[src/ebsr_defines.vh]
// How it works
// - reset input high for two machine cycles resets the device; source holds it that long
// - after watchdog timeout the reset pin is driven high for 98 oscillator periods
// - reset-out disable bit in auxiliary control suppresses reset drive; default enabled
// - address latch pulse lets outside logic capture the low address byte
// - normally the address latch pulse runs continuously at one sixth of oscillator
// - each external data access omits exactly one address latch pulse
// - bit 0 of auxiliary control limits latch pulses to data move and table reads
// - latch pin weakly pulled high when disabled and no qualifying instruction runs
// - in external execution the latch disable bit has no effect
// - external code fetch asserts program-store read strobe twice per machine cycle
// - each external data access omits two program-store read strobe activations
// - external access select tied low fetches all code externally, 0000H to FFFFH
// - with lock bit 1 programmed, external access select is latched at reset
// - latch pin serves as programming pulse input during flash programming
// - port 3 pins written with ones are pulled high and usable as inputs
// - port 3 bit 0 is serial receive, bit 1 serial transmit
// - port 3 bits 2,3 external interrupts; bits 4,5 timer count inputs
// - port 3 bit 6 data write strobe, bit 7 data read strobe
`ifndef EBSR_DEFINES_VH
`define EBSR_DEFINES_VH
`define EBSR_MC_LEN        4'd12
`define EBSR_MC_LAST       4'hb
`define EBSR_ALE_PH0       4'h0
`define EBSR_ALE_PH1       4'h6
`define EBSR_ALE_WIDTH     4'h2
`define EBSR_PROGRAM_STORE_READ_STROBE_PH0      4'h3
`define EBSR_PROGRAM_STORE_READ_STROBE_PH1      4'h9
`define EBSR_PROGRAM_STORE_READ_STROBE_WIDTH    4'h3
`define EBSR_RST_MC        2'd2
`define EBSR_RSTOUT_PER    7'd98
`define EBSR_AUX_OFFSET    8'h8e
`define EBSR_AUX_RESET     8'h00
`define EBSR_AUX_MASK      8'h19
`define EBSR_AUX_ALE_DIS   0
`define EBSR_AUX_RTO_DIS   3
`define EBSR_AUX_WDIDLE    4
// byte address is four times the register index
`define EBSR_ADDR_AUX      12'h238
`define EBSR_ADDR_STATUS   12'h004
`define EBSR_ADDR_P3       12'h008
`define EBSR_ADDR_P3PIN    12'h00c
`define EBSR_P3_RESET      8'hff
`define EBSR_RESP_OKAY     2'b00
`define EBSR_RESP_SLVERR   2'b10
`endif

[src/ebsr_ctrl.v]
`timescale 1ns/10ps
`include "ebsr_defines.vh"
module ebsr_ctrl (
    // clock and reset
    input  wire        clk_i,
    input  wire        arst_n_i,
    // axi4-lite write address
    input  wire [11:0] s_axi_awaddr,
    input  wire        s_axi_awvalid,
    output wire        s_axi_awready,
    // axi4-lite write data
    input  wire [31:0] s_axi_wdata,
    input  wire [3:0]  s_axi_wstrb,
    input  wire        s_axi_wvalid,
    output wire        s_axi_wready,
    // axi4-lite write response
    output reg  [1:0]  s_axi_bresp,
    output reg         s_axi_bvalid,
    input  wire        s_axi_bready,
    // axi4-lite read address
    input  wire [11:0] s_axi_araddr,
    input  wire        s_axi_arvalid,
    output wire        s_axi_arready,
    // axi4-lite read data
    output reg  [31:0] s_axi_rdata,
    output reg  [1:0]  s_axi_rresp,
    output reg         s_axi_rvalid,
    input  wire        s_axi_rready,
    // core status inputs
    input  wire        watchdog_timer_timeout_i,
    input  wire        xdata_access_i,
    input  wire        table_move_i,
    input  wire        lock_bit1_i,
    input  wire        flash_program_pulse_input_i,
    // core serial, write and read strobes for port 3
    input  wire        serial_tx_i,
    input  wire        xdata_wr_n_i,
    input  wire        xdata_rd_n_i,
    // reset pin
    input  wire        reset_pin_i,
    output reg         reset_pin_o,
    output wire        reset_pin_oe_o,
    output reg         core_reset_o,
    // address latch / programming pulse pin
    input  wire        ale_pin_i,
    output reg         ale_pin_o,
    output reg         ale_pin_oe_o,
    output reg         ale_weak_pullup_o,
    output wire        program_pulse_input_o,
    // program store read strobe
    output reg         program_store_read_strobe_n_o,
    // external access select
    input  wire        external_access_select_n_i,
    output wire        code_external_o,
    // port 3
    input  wire [7:0]  p3_pin_i,
    output wire [7:0]  p3_o,
    output wire [7:0]  p3_oe_o,
    output wire        serial_rx_o,
    output wire        external_interrupt_zero_n_o,
    output wire        external_interrupt_one_n_o,
    output wire        timer_zero_count_input_o,
    output wire        timer_one_count_input_o
);
    // ------------------------------------------------
    // machine cycle timing
    // ------------------------------------------------
    wire [3:0] phase;
    wire       mc_end;
    ebsr_mc_timer u_mc (
        .clk_i    (clk_i),
        .arst_n_i (arst_n_i),
        .phase_o  (phase),
        .mc_end_o (mc_end)
    );

    function in_window;
        input [3:0] ph;
        input [3:0] start;
        input [3:0] width;
        begin
            in_window = (ph >= start) && (ph < start + width);
        end
    endfunction

    // ------------------------------------------------
    // registers
    // ------------------------------------------------
    reg  [7:0] aux_q;
    reg  [7:0] p3_q;
    reg        ea_latched_q;
    reg        ea_caught_q;
    reg        first_clk_q;
    wire       ale_dis  = aux_q[`EBSR_AUX_ALE_DIS];
    wire       rto_dis  = aux_q[`EBSR_AUX_RTO_DIS];

    // ------------------------------------------------
    // axi4-lite slave
    // ------------------------------------------------
    reg  [11:0] awaddr_q;
    reg  [31:0] wdata_q;
    reg  [3:0]  wstrb_q;
    reg         aw_have_q;
    reg         w_have_q;
    wire        wr_fire = aw_have_q && w_have_q && !s_axi_bvalid;
    wire        wr_aux  = wr_fire && (awaddr_q[11:2] == `EBSR_ADDR_AUX >> 2) && wstrb_q[0];
    wire        wr_p3   = wr_fire && (awaddr_q[11:2] == `EBSR_ADDR_P3 >> 2) && wstrb_q[0];
    wire        wr_ok   = (awaddr_q[11:2] == `EBSR_ADDR_AUX >> 2) ||
                          (awaddr_q[11:2] == `EBSR_ADDR_P3 >> 2);

    assign s_axi_awready = !aw_have_q;
    assign s_axi_wready  = !w_have_q;
    assign s_axi_arready = !s_axi_rvalid;

    always @(posedge clk_i or negedge arst_n_i) begin
        if (!arst_n_i) begin
            awaddr_q     <= 12'h000;
            wdata_q      <= 32'h0000_0000;
            wstrb_q      <= 4'h0;
            aw_have_q    <= 1'b0;
            w_have_q     <= 1'b0;
            s_axi_bvalid <= 1'b0;
            s_axi_bresp  <= `EBSR_RESP_OKAY;
        end else begin
            if (s_axi_awvalid && s_axi_awready) begin
                awaddr_q  <= s_axi_awaddr;
                aw_have_q <= 1'b1;
            end
            if (s_axi_wvalid && s_axi_wready) begin
                wdata_q  <= s_axi_wdata;
                wstrb_q  <= s_axi_wstrb;
                w_have_q <= 1'b1;
            end
            if (wr_fire) begin
                aw_have_q    <= 1'b0;
                w_have_q     <= 1'b0;
                s_axi_bvalid <= 1'b1;
                s_axi_bresp  <= wr_ok ? `EBSR_RESP_OKAY : `EBSR_RESP_SLVERR;
            end else if (s_axi_bvalid && s_axi_bready) begin
                s_axi_bvalid <= 1'b0;
            end
        end
    end

    wire [31:0] status_word = {26'h0, ale_pin_o, program_store_read_strobe_n_o,
                               reset_pin_o, core_reset_o, ea_latched_q, code_external_o};

    always @(posedge clk_i or negedge arst_n_i) begin
        if (!arst_n_i) begin
            s_axi_rvalid <= 1'b0;
            s_axi_rdata  <= 32'h0000_0000;
            s_axi_rresp  <= `EBSR_RESP_OKAY;
        end else if (s_axi_arvalid && s_axi_arready) begin
            s_axi_rvalid <= 1'b1;
            s_axi_rresp  <= `EBSR_RESP_OKAY;
            case (s_axi_araddr[11:2])
                `EBSR_ADDR_AUX >> 2:    s_axi_rdata <= {24'h0, aux_q};
                `EBSR_ADDR_STATUS >> 2: s_axi_rdata <= status_word;
                `EBSR_ADDR_P3 >> 2:     s_axi_rdata <= {24'h0, p3_q};
                `EBSR_ADDR_P3PIN >> 2:  s_axi_rdata <= {24'h0, p3_pin_i};
                default: begin
                    s_axi_rdata <= 32'h0000_0000;
                    s_axi_rresp <= `EBSR_RESP_SLVERR;
                end
            endcase
        end else if (s_axi_rvalid && s_axi_rready) begin
            s_axi_rvalid <= 1'b0;
        end
    end

    always @(posedge clk_i or negedge arst_n_i) begin
        if (!arst_n_i) begin
            aux_q <= `EBSR_AUX_RESET;
            p3_q  <= `EBSR_P3_RESET;
        end else begin
            if (wr_aux) begin
                aux_q <= wdata_q[7:0] & `EBSR_AUX_MASK;
            end
            if (wr_p3) begin
                p3_q <= wdata_q[7:0];
            end
        end
    end

    // ------------------------------------------------
    // reset input detect and reset-out drive
    // ------------------------------------------------
    reg [1:0] rst_mc_q;
    reg [3:0] rst_ph_q;
    reg [6:0] rto_cnt_q;
    always @(posedge clk_i or negedge arst_n_i) begin
        if (!arst_n_i) begin
            rst_mc_q     <= 2'd0;
            rst_ph_q     <= 4'h0;
            core_reset_o <= 1'b1;
        end else if (!reset_pin_i || reset_pin_o) begin
            rst_mc_q     <= 2'd0;
            rst_ph_q     <= 4'h0;
            core_reset_o <= reset_pin_o;
        end else if (rst_mc_q == `EBSR_RST_MC) begin
            core_reset_o <= 1'b1;
        end else if (rst_ph_q == `EBSR_MC_LAST) begin
            rst_ph_q <= 4'h0;
            rst_mc_q <= rst_mc_q + 2'd1;
        end else begin
            rst_ph_q <= rst_ph_q + 4'h1;
        end
    end

    always @(posedge clk_i or negedge arst_n_i) begin
        if (!arst_n_i) begin
            rto_cnt_q   <= 7'd0;
            reset_pin_o <= 1'b0;
        end else if (watchdog_timer_timeout_i && !rto_dis && !reset_pin_o) begin
            rto_cnt_q   <= `EBSR_RSTOUT_PER - 7'd1;
            reset_pin_o <= 1'b1;
        end else if (reset_pin_o) begin
            if (rto_cnt_q == 7'd0) begin
                reset_pin_o <= 1'b0;
            end else begin
                rto_cnt_q <= rto_cnt_q - 7'd1;
            end
        end
    end
    assign reset_pin_oe_o = reset_pin_o;

    // ------------------------------------------------
    // external access select capture
    // ------------------------------------------------
    always @(posedge clk_i or negedge arst_n_i) begin
        if (!arst_n_i) begin
            ea_latched_q <= 1'b0;
            ea_caught_q  <= 1'b0;
            first_clk_q  <= 1'b1;
        end else begin
            first_clk_q <= 1'b0;
            if (core_reset_o || first_clk_q) begin
                ea_latched_q <= external_access_select_n_i;
                ea_caught_q  <= 1'b1;
            end
        end
    end
    assign code_external_o = lock_bit1_i && ea_caught_q ? !ea_latched_q
                                                          : !external_access_select_n_i;

    // ------------------------------------------------
    // address latch and program store strobe
    // ------------------------------------------------
    reg  xd_q;
    always @(posedge clk_i or negedge arst_n_i) begin
        if (!arst_n_i) begin
            xd_q <= 1'b0;
        end else if (mc_end) begin
            xd_q <= xdata_access_i;
        end
    end

    // pulses start only at a window's first phase, then run full width: no runt strobes
    wire ale_on     = !ale_dis || code_external_o || table_move_i || xd_q;
    wire ale_start  = ((phase == `EBSR_ALE_PH0) || ((phase == `EBSR_ALE_PH1) && !xd_q)) &&
                      ale_on;
    wire ale_hold   = ale_pin_o && (in_window(phase, `EBSR_ALE_PH0, `EBSR_ALE_WIDTH) ||
                                    in_window(phase, `EBSR_ALE_PH1, `EBSR_ALE_WIDTH));
    wire ale_drive  = ale_on || ale_hold;
    wire program_store_read_strobe_start = ((phase == `EBSR_PROGRAM_STORE_READ_STROBE_PH0) || (phase == `EBSR_PROGRAM_STORE_READ_STROBE_PH1)) &&
                      code_external_o && !xd_q;
    wire program_store_read_strobe_hold  = !program_store_read_strobe_n_o &&
                      (in_window(phase, `EBSR_PROGRAM_STORE_READ_STROBE_PH0, `EBSR_PROGRAM_STORE_READ_STROBE_WIDTH) ||
                       in_window(phase, `EBSR_PROGRAM_STORE_READ_STROBE_PH1, `EBSR_PROGRAM_STORE_READ_STROBE_WIDTH));

    always @(posedge clk_i or negedge arst_n_i) begin
        if (!arst_n_i) begin
            ale_pin_o                     <= 1'b0;
            ale_pin_oe_o                  <= 1'b0;
            ale_weak_pullup_o             <= 1'b1;
            program_store_read_strobe_n_o <= 1'b1;
        end else if (flash_program_pulse_input_i || core_reset_o) begin
            ale_pin_o                     <= 1'b0;
            ale_pin_oe_o                  <= 1'b0;
            ale_weak_pullup_o             <= 1'b1;
            program_store_read_strobe_n_o <= 1'b1;
        end else begin
            ale_pin_o                     <= ale_start || ale_hold;
            ale_pin_oe_o                  <= ale_drive;
            ale_weak_pullup_o             <= !ale_drive;
            program_store_read_strobe_n_o <= !(program_store_read_strobe_start || program_store_read_strobe_hold);
        end
    end
    assign program_pulse_input_o = flash_program_pulse_input_i && !ale_pin_i;

    // ------------------------------------------------
    // port 3 alternate functions
    // ------------------------------------------------
    wire [7:0] p3_alt = {xdata_rd_n_i, xdata_wr_n_i, 4'hf, serial_tx_i, 1'b1};
    wire [7:0] p3_lvl = p3_q & p3_alt;
    assign p3_o    = p3_lvl;
    assign p3_oe_o = ~p3_lvl;
    assign serial_rx_o                 = p3_pin_i[0];
    assign external_interrupt_zero_n_o = p3_pin_i[2];
    assign external_interrupt_one_n_o  = p3_pin_i[3];
    assign timer_zero_count_input_o    = p3_pin_i[4];
    assign timer_one_count_input_o     = p3_pin_i[5];
endmodule

[src/ebsr_mc_timer.v]
`timescale 1ns/10ps
`include "ebsr_defines.vh"
// machine cycle phase counter
module ebsr_mc_timer (
    // clock and reset
    input  wire       clk_i,
    input  wire       arst_n_i,
    // phase
    output reg  [3:0] phase_o,
    output wire       mc_end_o
);
    assign mc_end_o = (phase_o == `EBSR_MC_LAST);
    always @(posedge clk_i or negedge arst_n_i) begin
        if (!arst_n_i) begin
            phase_o <= 4'h0;
        end else if (mc_end_o) begin
            phase_o <= 4'h0;
        end else begin
            phase_o <= phase_o + 4'h1;
        end
    end
endmodule

[config.mk]
export PLATFORM = sky130hd
export DESIGN_NAME = ebsr_ctrl
export DESIGN_NICKNAME = d
export VERILOG_FILES = /design/src/ebsr_ctrl.v /design/src/ebsr_mc_timer.v
export VERILOG_INCLUDE_DIRS = /design/src
export SDC_FILE = /design/constraint.sdc
export NUM_CORES = 1
export LEC_CHECK = 0
export BUFFER_PORTS_ARGS = -buffer_cell sky130_fd_sc_hd__buf_2
export CORE_MARGIN = 4
export CORE_UTILIZATION = 51
export CTS_CLUSTER_SIZE = 12
export DETAILED_ROUTE_END_ITERATION = 8
export PLACE_DENSITY = 0.92
export SETUP_SLACK_MARGIN = 0.2
export SYNTH_ARGS = -nofsm -noshare
export SYNTH_HDL_FRONTEND = slang
export SYNTH_HIERARCHICAL = 1
export SYNTH_SLANG_ARGS = --single-unit
[constraint.sdc]
create_clock -name clk_i -period 3.51 [get_ports clk_i]
set_input_delay 0.1755 -clock clk_i [delete_from_list [all_inputs] [get_ports clk_i]]
set_output_delay 0.1755 -clock clk_i [all_outputs]
set_load 0.02 [all_outputs]
==> impl_metrics.toml, run 1 <==
[logic_synthesis]
synthesis.area_mm2 = 0.00363
ys_types = 58
synth.avg_cell_area_um2 = 11.1
synth_top_family_by_area = "multiplexers"
synth_area_leaders = "dfrtp_1 41%, dfstp_2 8.7%, mux2_2 7.8%, buf_4 7.7%, mux2_4 3.7%"
synth_flop_cell = "dfrtp_1"
synth_fa_ha_area_share_pct = 1.66
yosys.area.top_type_share_pct = 40.7
seq_area_frac_synth_pct = 49.4
synth_edf_count = 0
synth-seq-cells = 71
synth_compound_area_share_pct = 9.31
postSynth.asyncResetShare_pct = 100
synth_mux_area_share_pct = 14.5
synth_warnings = 6
synthSimpleGateAreaFrac_pct = 12.9
synth_area_leader_cell = "dfrtp_1"
synth_cells = 327
synth-xor-area-share_pct = 0.966
ys_top_cells_by_count = "59 x dfrtp_1, 37 x buf_4, 25 x mux2_2, 25 x nand2_1, 22 x inv_1"
synth_most_common_cell = "dfrtp_1"

[clocking]
post_cts_buffers = 0
cts_made_buffers = 9
h-tree-depth = 3
clkTransAtPathRegs_ns = 0.07
ctsLongestPathBuffers = 2
cts_tree = "built"
clock_latency_ns = 0.33
cts_root_buf = "clkbuf_8"
cts_sinks = 71

[setup_path]
crit-reg2reg-launch = "rto_cnt_q[0]"
startpoint_type = "register"
required_ns = 3.72
r2r-end = "rto_cnt_q[4]"
reg2regPathDepth = 6
slowest_delay_ns = 0.43
worstPathCellList = "inv_1, ha_1, nor2b_1, a31o_2, or4_1, mux2i_1"
criticalPathCategory = "register to register"
setup.reg_to_reg.worst_slack_ns = 1.71
crit_arrival_ns = 2.01
endpoint_kind = "register"
endpoint = "rto_cnt_q[4]"
crit_slowest_cell = "or4_1"
critPathMaxFanout = 7
crit_start = "rto_cnt_q[0]"

[drt]
vias_per_cell = 5.03
avgRoutedWirePerCell_um = 14.7
drt_first_pass_iters = 4
drtIter0Drc = 113
final_antenna_net_count = 0
drc = 0
vias = 2633
drt-total-wl_mm = 7.70

[placed_design]
placed_area_mm2 = 0.00403
gp_congestion = 0.787
portBuffers = 99
place.detailed.hpwl_mm = 6.12

[sta]
min_period_over_period_pct = 51.3
skew_ns = 0.00695
setup_viol = 0
max_freq_mhz = 555
worstMarginPinSlew_ns = 0.833
max_slew_margin_pct = 44.3
fin_setup_tns_ns = 0
timing.hold.ws_ns = 0.0344
hold_viol = 0
slew_viol_final = 0
min_period_ns = 1.80
rsz0062_at_grt = "no"

[floorplan]
die_h_um = 92.3
num_io_pins = 157
core-area_mm2 = 0.00687
die-area_mm2 = 0.00853
start_util_pct = 52.8
die_w_um = 92.3
placementRows = 30

[global_route]
grt_overflow = 0
grt_pass1_wl_mm = 12.9
grtUsageTotal_pct = 19.2
grt_max_degree = 38
grt_pass1_vias = 2730
grt_antenna_before_repair = 0

[run_status]
status = "finished, final reports clean"

[layout]
post-route-util_pct = 61.8
nets = 512
fin_area_mm2 = 0.00424
drive_above_1_share_pct = 40.0
antenna_cells = 0
fillers = 561
areaGrowthSynthToFinish_pct = 17.0

[power_and_ir_drop]
leakagePower_nw = 2.08
power.density_mw_per_mm2 = 507
worst_ir_drop_vdd_mv = 0.432

[hold_path]
hold_class = "input port to register"

[flow_run]
drv_cap = 0
-- sequential cells by signal, indices dropped and copies added (netlist names), 2 cells and up --
name and flops:
u_mc/phase_o 4, rst_ph_q 4, rst_mc_q 2, s_axi_rdata 8, rto_cnt_q 7, p3_q 8
aux_q 3, awaddr_q 10, wdata_q 8
-- area by class of cell --
class	instances	area [um2]	area share (%)
sequential	71	1790	42.2
inverter	23	86.3	2.03
clock buffer	13	159	3.75
clock inverter	3	42.5	1.00
timing repair buffer	101	513	12.1
tap	96	120	2.83
multi-input combinational	216	1530	36.1
-- what timing repair did --
| action | CTS | global route |
|---|---|---|
| hold buffers | 1 | 0 |
| resized for setup | 0 | 0 |
| endpoints found under the setup margin | 0 | 0 |
| hold endpoints to repair | 35 | 0 |
-- worst min path at each step --
stage / from / end / slack, ns / cells after the start
after global placement: arst_n_i / awaddr_q[7] / 0.29 / 1
final: s_axi_rready / s_axi_rvalid / 0.03 / 2
after global routing: s_axi_rready / s_axi_rvalid / 0.01 / 2
after CTS: s_axi_rready / s_axi_rvalid / 0.01 / 2
after detailed placement: arst_n_i / awaddr_q[2] / 0.30 / 1
after floorplan: arst_n_i / ale_pin_o / -0.12 / 0
-- power by group --
group	total (mW)	internal, mW	leakage [nW]	switching [mW]
clock	0.653	0.367	0.0996	0.286
sequential	1.07	0.968	0.854	0.105
combinational	0.426	0.204	1.12	0.222
total	2.15	1.54	2.08	0.613
-- worst max-delay path: cells and delay by family (launching register included) --
kind	cells	cell delay, ns
simple gates	2	0.59
flops	1	0.37
compound gates	1	0.29
fa+ha+maj	1	0.23
mux	1	0.14
buf+inv	1	0.07
-- placed cells by master (no fill, tap or decap), types with 3 or more instances in the layout --
master	count
a21oi_1	9
a32oi_1	4
and2_1	3
buf_2	99
clkbuf_8	11
conb_1	27
dfrtp_1	59
dfstp_2	12
ha_1	4
inv_1	22
mux2_2	25
mux2_4	9
mux2i_1	11
nand2_1	25
nand2b_1	3
nand3_1	6
nor2_1	20
nor2b_1	7
o21a_1	3
o21ai_0	9
o21ai_1	6
-- metrics by stage --
stage / worst slack, ns / cells / power, mW
floorplan: 1.83 / 353 / 1.39
global placement: 1.77 / 506 / 1.48
detailed placement: 1.73 / 506 / 1.52
CTS: 1.71 / 523 / 2.18
global route: 1.60 / 523 / 2.28
finish: 1.71 / 523 / 2.15
-- kinds of logic (layout without fill, tap and decap cells) --
| family | after synthesis | after routing |
|---|---|---|
| other | 1 | 27 |
| AND/OR/NAND/NOR | 87 | 87 |
| adder cells (fa/ha/maj) | 5 | 5 |
| buffers and inverters | 66 | 140 |
| flip-flops | 71 | 71 |
| XOR/XNOR | 4 | 4 |
| AO/OA/AOI/OAI | 48 | 48 |
| multiplexers | 45 | 45 |
-- metal layers --
layer	vias up	part of all wire (%)	GRT usage (%)
li1	1257	-	-
met1	1268	40	22.3
met2	104	51	33.5
met3	4	8.3	6.90
met4	0	0.69	5.20
met5	-	0	0
Power figures use the tool's default switching activity.
==> inputs of run 2 (changes only) <==
--- a/config.mk
+++ b/config.mk
@@ -8,10 +8,10 @@
 export LEC_CHECK = 0
 export BUFFER_PORTS_ARGS = -buffer_cell sky130_fd_sc_hd__buf_2
 export CORE_MARGIN = 4
-export CORE_UTILIZATION = 51
+export CORE_UTILIZATION = 48
 export CTS_CLUSTER_SIZE = 12
 export DETAILED_ROUTE_END_ITERATION = 8
-export PLACE_DENSITY = 0.92
+export PLACE_DENSITY = 0.88
 export SETUP_SLACK_MARGIN = 0.2
 export SYNTH_ARGS = -nofsm -noshare
 export SYNTH_HDL_FRONTEND = slang
==> constraint.sdc (replaced) <==
create_clock -name clk_i -period 1.8 [get_ports clk_i]
set_input_delay 0.09 -clock clk_i [delete_from_list [all_inputs] [get_ports clk_i]]
set_output_delay 0.09 -clock clk_i [all_outputs]
set_load 0.02 [all_outputs]
==> run 2 against run 1 <==
Sequential share of layout area shrank 3.6 points. Cell count grew 7.3%. Fmax grew 10%. Critical path type unchanged. Die area grew 5.7%. Routed wire length grew 9.9%. Clock skew shrank 0.0016 ns. Worst hold slack lost 0.018 ns. Power grew 99%.
==> impl_metrics.toml, run 2 (synthesized netlist as in run 1, its figures left out) <==
[run_status]
status = "finished, final reports clean"

[global_route]
grtUsageTotal_pct = 20.1
grt_overflow = 0
grtUsageMet2_pct = 36.3
grt_pass1_vias = 2902
grt_max_degree = 52
met1_usage_pct = 22.4
grt_pass1_wl_mm = 13.8
grtUsageMet3_pct = 7.41
grt_most_used_layer = "met2"
grt_antenna_before_repair = 0

[layout]
areaGrowthSynthToFinish_pct = 28.0
largest_register_ffs = 10
antenna_cells = 0
nets = 547
drive_above_1_share_pct = 41.3
final_cell_mix = "99 x buf_2, 59 x dfrtp_1, 28 x dlygate4sd3_1"
fillers = 561
top_register = "awaddr_q"
final_common_cell = "buf_2"

[sta]
hold_viol = 0
max_freq_mhz = 613
min_period_over_period_pct = 90.6
min_period_ns = 1.63
setup_viol = 0
skew_ns = 0.00539
fin_setup_tns_ns = 0
rsz0062_at_grt = "yes"
timing.hold.ws_ns = 0.0165
slew_viol_final = 0

[clocking]
h-tree-depth = 3
clkTransAtPathRegs_ns = 0.07
cts_root_buf = "clkbuf_8"
ctsLongestPathBuffers = 2
cts_made_buffers = 9
cts_sinks = 71
clock_latency_ns = 0.35
cts_tree = "built"

[power_and_ir_drop]
worst_ir_drop_vdd_mv = 0.666
leakagePower_nw = 2.25
power.density_mw_per_mm2 = 922

[drt]
drc = 0
drt_first_pass_iters = 5
drtIter0Drc = 87
final_antenna_net_count = 0
vias_per_cell = 5.03
drt-total-wl_mm = 8.46
avgRoutedWirePerCell_um = 15.1
vias = 2823

[setup_path]
startpoint_type = "register"
r2r-end = "rto_cnt_q[4]"
reg2regPathDepth = 6
crit_arrival_ns = 1.86
critical_path_buf_inv_count = 1
crit-reg2reg-launch = "rto_cnt_q[1]"
criticalPathCategory = "register to register"
critPathMaxFanout = 5
worstPathCellList = "inv_2, ha_4, nor2b_4, a31o_4, or4_4, mux2i_1"
setup.reg_to_reg.worst_slack_ns = 0.17
critPathTopFamily = "simple AND/OR/NAND/NOR gates"
crit_slowest_cell = "or4_4"
endpoint_kind = "register"
cp.depth = 6
slowest_delay_ns = 0.42
required_ns = 2.03

[floorplan]
num_io_pins = 157
die-area_mm2 = 0.00901
core-area_mm2 = 0.00729
start_util_pct = 49.7
placementRows = 31
die_w_um = 94.9
die_h_um = 94.9

[hold_path]
hold_end = "ale_weak_pullup_o"
hold_class = "input port to register"
min_path_cells = 4
min-delay-start = "table_move_i"

[placed_design]
place.detailed.hpwl_mm = 5.94
portBuffers = 99
gp_congestion = 0.786

[flow_run]
drv_cap = 0
==> run 2: metal layers <==
layer,wire length [um],up-vias
li1,-,1338
met1,3220,1361
met2,4410,111
met3,696,13
met4,132,0
met5,0,-
==> run 2: how the worst max path moves through the flow <==
stage                   endpoint  slack, ns          from
finish              rto_cnt_q[4]       0.17  rto_cnt_q[1]
global route        rto_cnt_q[3]       0.11  rto_cnt_q[1]
CTS                      p3_q[0]       0.17   awaddr_q[6]
detailed placement       p3_q[0]       0.06   awaddr_q[6]
global placement         p3_q[2]       0.12   awaddr_q[6]
floorplan           rto_cnt_q[3]       0.21  rto_cnt_q[0]
==> run 2: layout make-up <==
class | count | area (um2) | area share [%]
repair buffers | 136 | 856 | 18.4
clock inverters | 4 | 45.0 | 0.970
multi-input cells | 216 | 1580 | 34.1
flip-flops and latches | 71 | 1790 | 38.6
clock buffers | 12 | 155 | 3.34
well taps | 99 | 124 | 2.67
inverters | 23 | 86.3 | 1.86
==> run 2: tightest hold or removal path: stages <==
cell	delay (ns)
buf_2	0.07
nor2_1	0.03
nand2_1	0.05
o31ai_1	0.10
==> run 2: where the power goes <==
group	internal (mW)	switching, mW
clock network	0.709	0.568
registers	1.89	0.204
logic	0.459	0.453
==> run 2: stage by stage <==
step                      util (%)  std cells  setup slack (ns)  total power [mW]  instance area (um2)
after CTS                     63.3        561             0.166              4.30                 4620
final                         63.7        561             0.169              4.28                 4640
after detailed placement      55.9        512            0.0642              2.96                 4070
after floorplan                  -        353             0.205              2.71                 3730
after global routing          63.7        561             0.109              4.53                 4640
after global placement        55.9        512             0.120              2.91                 4070
==> run 2: what timing repair did <==
item	4_1_cts	5_1_grt
hold endpoints to repair	47	0
hold buffers	28	0
buffers inserted	5	0
endpoints found under the setup margin	13	15
pin swaps	0	0
resized for setup	9	5
==> inputs of run 3 (changes only) <==
--- a/config.mk
+++ b/config.mk
@@ -7,13 +7,12 @@
 export NUM_CORES = 1
 export LEC_CHECK = 0
 export BUFFER_PORTS_ARGS = -buffer_cell sky130_fd_sc_hd__buf_2
-export CORE_MARGIN = 4
+export CORE_MARGIN = 10
 export CORE_UTILIZATION = 48
 export CTS_CLUSTER_SIZE = 12
 export DETAILED_ROUTE_END_ITERATION = 8
-export PLACE_DENSITY = 0.88
+export PLACE_DENSITY_LB_ADDON = 0.15
 export SETUP_SLACK_MARGIN = 0.2
 export SYNTH_ARGS = -nofsm -noshare
 export SYNTH_HDL_FRONTEND = slang
-export SYNTH_HIERARCHICAL = 1
 export SYNTH_SLANG_ARGS = --single-unit
==> run 3 against run 2 <==
Clock skew rose by 0.0075 ns. Cell count rose by 3.4%. Worst setup slack got worse by 0.15 ns. Via count rose by 1.1%. Non-clock buffer count rose by 9. Register-to-register slack got worse by 0.15 ns. Synthesized cell count rose by 3.7%. Area after synthesis rose by 0.62%. Fmax fell by 8.6%. Combinational power rose by 57%. Sequential power rose by 8%. Worst hold slack improved by 0.024 ns.
==> impl_metrics.toml, run 3 <==
[drt]
drt-met1-wl_mm = 3.55
vias = 2855
top_layer = "met4"
drt-total-wl_mm = 8.80
drtIter0Drc = 99
final_antenna_net_count = 0
drt_first_pass_iters = 4
wl_met2_mm = 4.30
avgRoutedWirePerCell_um = 15.2
vias_per_cell = 4.92
drc = 0
dr_wl_met3_um = 854

[power_and_ir_drop]
p_sw_mw = 1.56
total_power_mw = 5.14
seqPwrFrac_pct = 43.8
leakagePower_nw = 2.26
p_sw_share_pct = 30.4
pwr-share-clk_pct = 28.5
power.density_mw_per_mm2 = 1070
worst_ir_drop_vdd_mv = 0.898
combPwrFrac_pct = 27.7
internal_power_mw = 3.58

[global_route]
grt_overflow = 0
grt_pass1_vias = 2992
grt_antenna_before_repair = 0
grt_max_degree = 43
grt_pass1_wl_mm = 14.4
grtUsageTotal_pct = 15.4

[run_status]
status = "finished, final reports clean"

[sta]
min_period_ns = 1.78
setup_viol = 0
max_freq_mhz = 560
hold_viol = 0
min_period_over_period_pct = 99.1
slew_viol_final = 0
worstMarginPinSlew_ns = 0.604
skew_ns = 0.0129
rsz0062_at_grt = "yes"
max_slew_margin_pct = 59.7
timing.hold.ws_ns = 0.0409

[floorplan]
die_w_um = 107
die_h_um = 107
placementRows = 31
num_io_pins = 157
die-area_mm2 = 0.0115
start_util_pct = 49.8
core-area_mm2 = 0.00733

[logic_synthesis]
synth_warnings = 0
ys_types = 52
synth-seq-cells = 71
synth_most_common_cell = "dfrtp_1"
synth_cells = 339
synth.avg_cell_area_um2 = 10.8
synth_area_leader_cell = "dfrtp_1"
yosys.area.top_type_share_pct = 40.5
synth_edf_count = 0
ys_top_cells_by_count = "59 x dfrtp_1, 37 x buf_4, 36 x mux2_2"
synthesis.area_mm2 = 0.00365
synth_area_leaders = "dfrtp_1 40%, mux2_2 11%, dfstp_2 8.6%, buf_4 7.6%, nand2_1 2.8%"
seq_area_frac_synth_pct = 49.1
postSynth.asyncResetShare_pct = 100
synth_flop_cell = "dfrtp_1"

[placed_design]
portBuffers = 99
gp_congestion = 0.847
placed_area_mm2 = 0.00420
place.detailed.hpwl_mm = 6.77

[setup_path]
criticalPathCategory = "register to register"
worstPathCellList = "inv_2, ha_4, or4b_4, o31ai_4, nand2_1, mux2_4"
critical_path_buf_inv_count = 1
endpoint_kind = "register"
required_ns = 2.02
crit_arrival_ns = 2.01
cp.depth = 6
reg2regPathDepth = 6
critPathMaxFanout = 4
critPathTopFamily = "simple AND/OR/NAND/NOR gates"
startpoint_type = "register"
slowest_delay_ns = 0.49
crit_slowest_cell = "or4b_4"

[layout]
top_register = "awaddr_q"
post-route-util_pct = 65.7
nets = 569
largest_register_ffs = 10
antenna_cells = 0
drive_above_1_share_pct = 40.7
fin_area_mm2 = 0.00481
final_common_cell = "buf_2"
final_cell_mix = "99 x buf_2, 59 x dfrtp_1, 28 x mux2_2, 28 x dlygate4sd3_1"
areaGrowthSynthToFinish_pct = 31.9

[clocking]
h-tree-depth = 3
cts_root_buf = "clkbuf_8"
clock_latency_ns = 0.34
ctsLongestPathBuffers = 2
cts_made_buffers = 9
clkTransAtPathRegs_ns = 0.08
cts_tree = "built"
cts_sinks = 71

[hold_path]
min_path_cells = 3
hold_class = "input port to register"

[flow_run]
drv_cap = 0
run 3: cell families after synthesis:
kind of cell | Yosys count | share of synthesized area, %
flops | 71 | 49.1
mux | 44 | 13.4
fa+ha+maj | 7 | 2.40
simple gates | 90 | 13.1
compound gates | 54 | 10.3
xor+xnor | 3 | 0.720
buf+inv | 69 | 10.9
other cells | 1 | 0.103
run 3: through the flow:
stage	cells	setup WS, ns	setup TNS [ns]
after floorplan	365	0.0193	0
after global placement	532	0.0320	0
after detailed placement	532	0.00490	0
after CTS	578	0.0295	0
after global routing	580	-0.0293	-0.0293
final	580	0.0153	0
run 3: path summary, 6_finish.rpt:
check / slack (ns) / startpoint / to
worst max-delay path: 0.02 / rto_cnt_q[1] / rto_cnt_q[0]
worst min-delay path: 0.04 / p3_pin_i[0] / s_axi_rdata[0]
worst max register to register: 0.02 / rto_cnt_q[1] / rto_cnt_q[0]
worst min register to register: 0.47 / ea_caught_q / ea_caught_q
max in group asynchronous: 0.81 / arst_n_i / p3_q[3]
min in group asynchronous: 0.29 / arst_n_i / s_axi_rvalid
run 3: power by group through the flow:
stage                     sequential [mW]  clock, mW  combinational [mW]
after floorplan                      2.25          0               0.886
after global placement               2.25          0                1.23
after detailed placement             2.27          0                1.27
after CTS                            2.25       1.50                1.41
after global routing                 2.31       1.57                1.57
final                                2.25       1.46                1.43
run 3: layout make-up:
class                      count  area (um2)
inverter                      24        90.1
sequential                    71        1790
clock inverter                 5        80.1
fill                         609        2520
multi-input combinational    225        1640
tap                           99         124
clock buffer                  11         151
timing repair buffer         145         936
run 3: worst min-delay path, stage by stage:
cell,delay (ns)
buf_2,0.11
nand4_1,0.06
a32oi_1,0.08
run 3: what timing repair did:
| action | in CTS | in global routing |
|---|---|---|
| buffers inserted | 2 | 2 |
| endpoints found under the hold margin | 46 | 0 |
| resized for setup | 15 | 2 |
| pin swaps | 5 | 3 |
| hold buffers | 28 | 0 |
| setup endpoints to repair | 17 | 19 |
run 3: per-layer routing:
layer / up-vias / global-route usage, %
met2: 88 / 26.1
met3: 8 / 5.87
li1: 1386 / -
met4: 0 / 5.03
met1: 1373 / 17.3
met5: - / 0
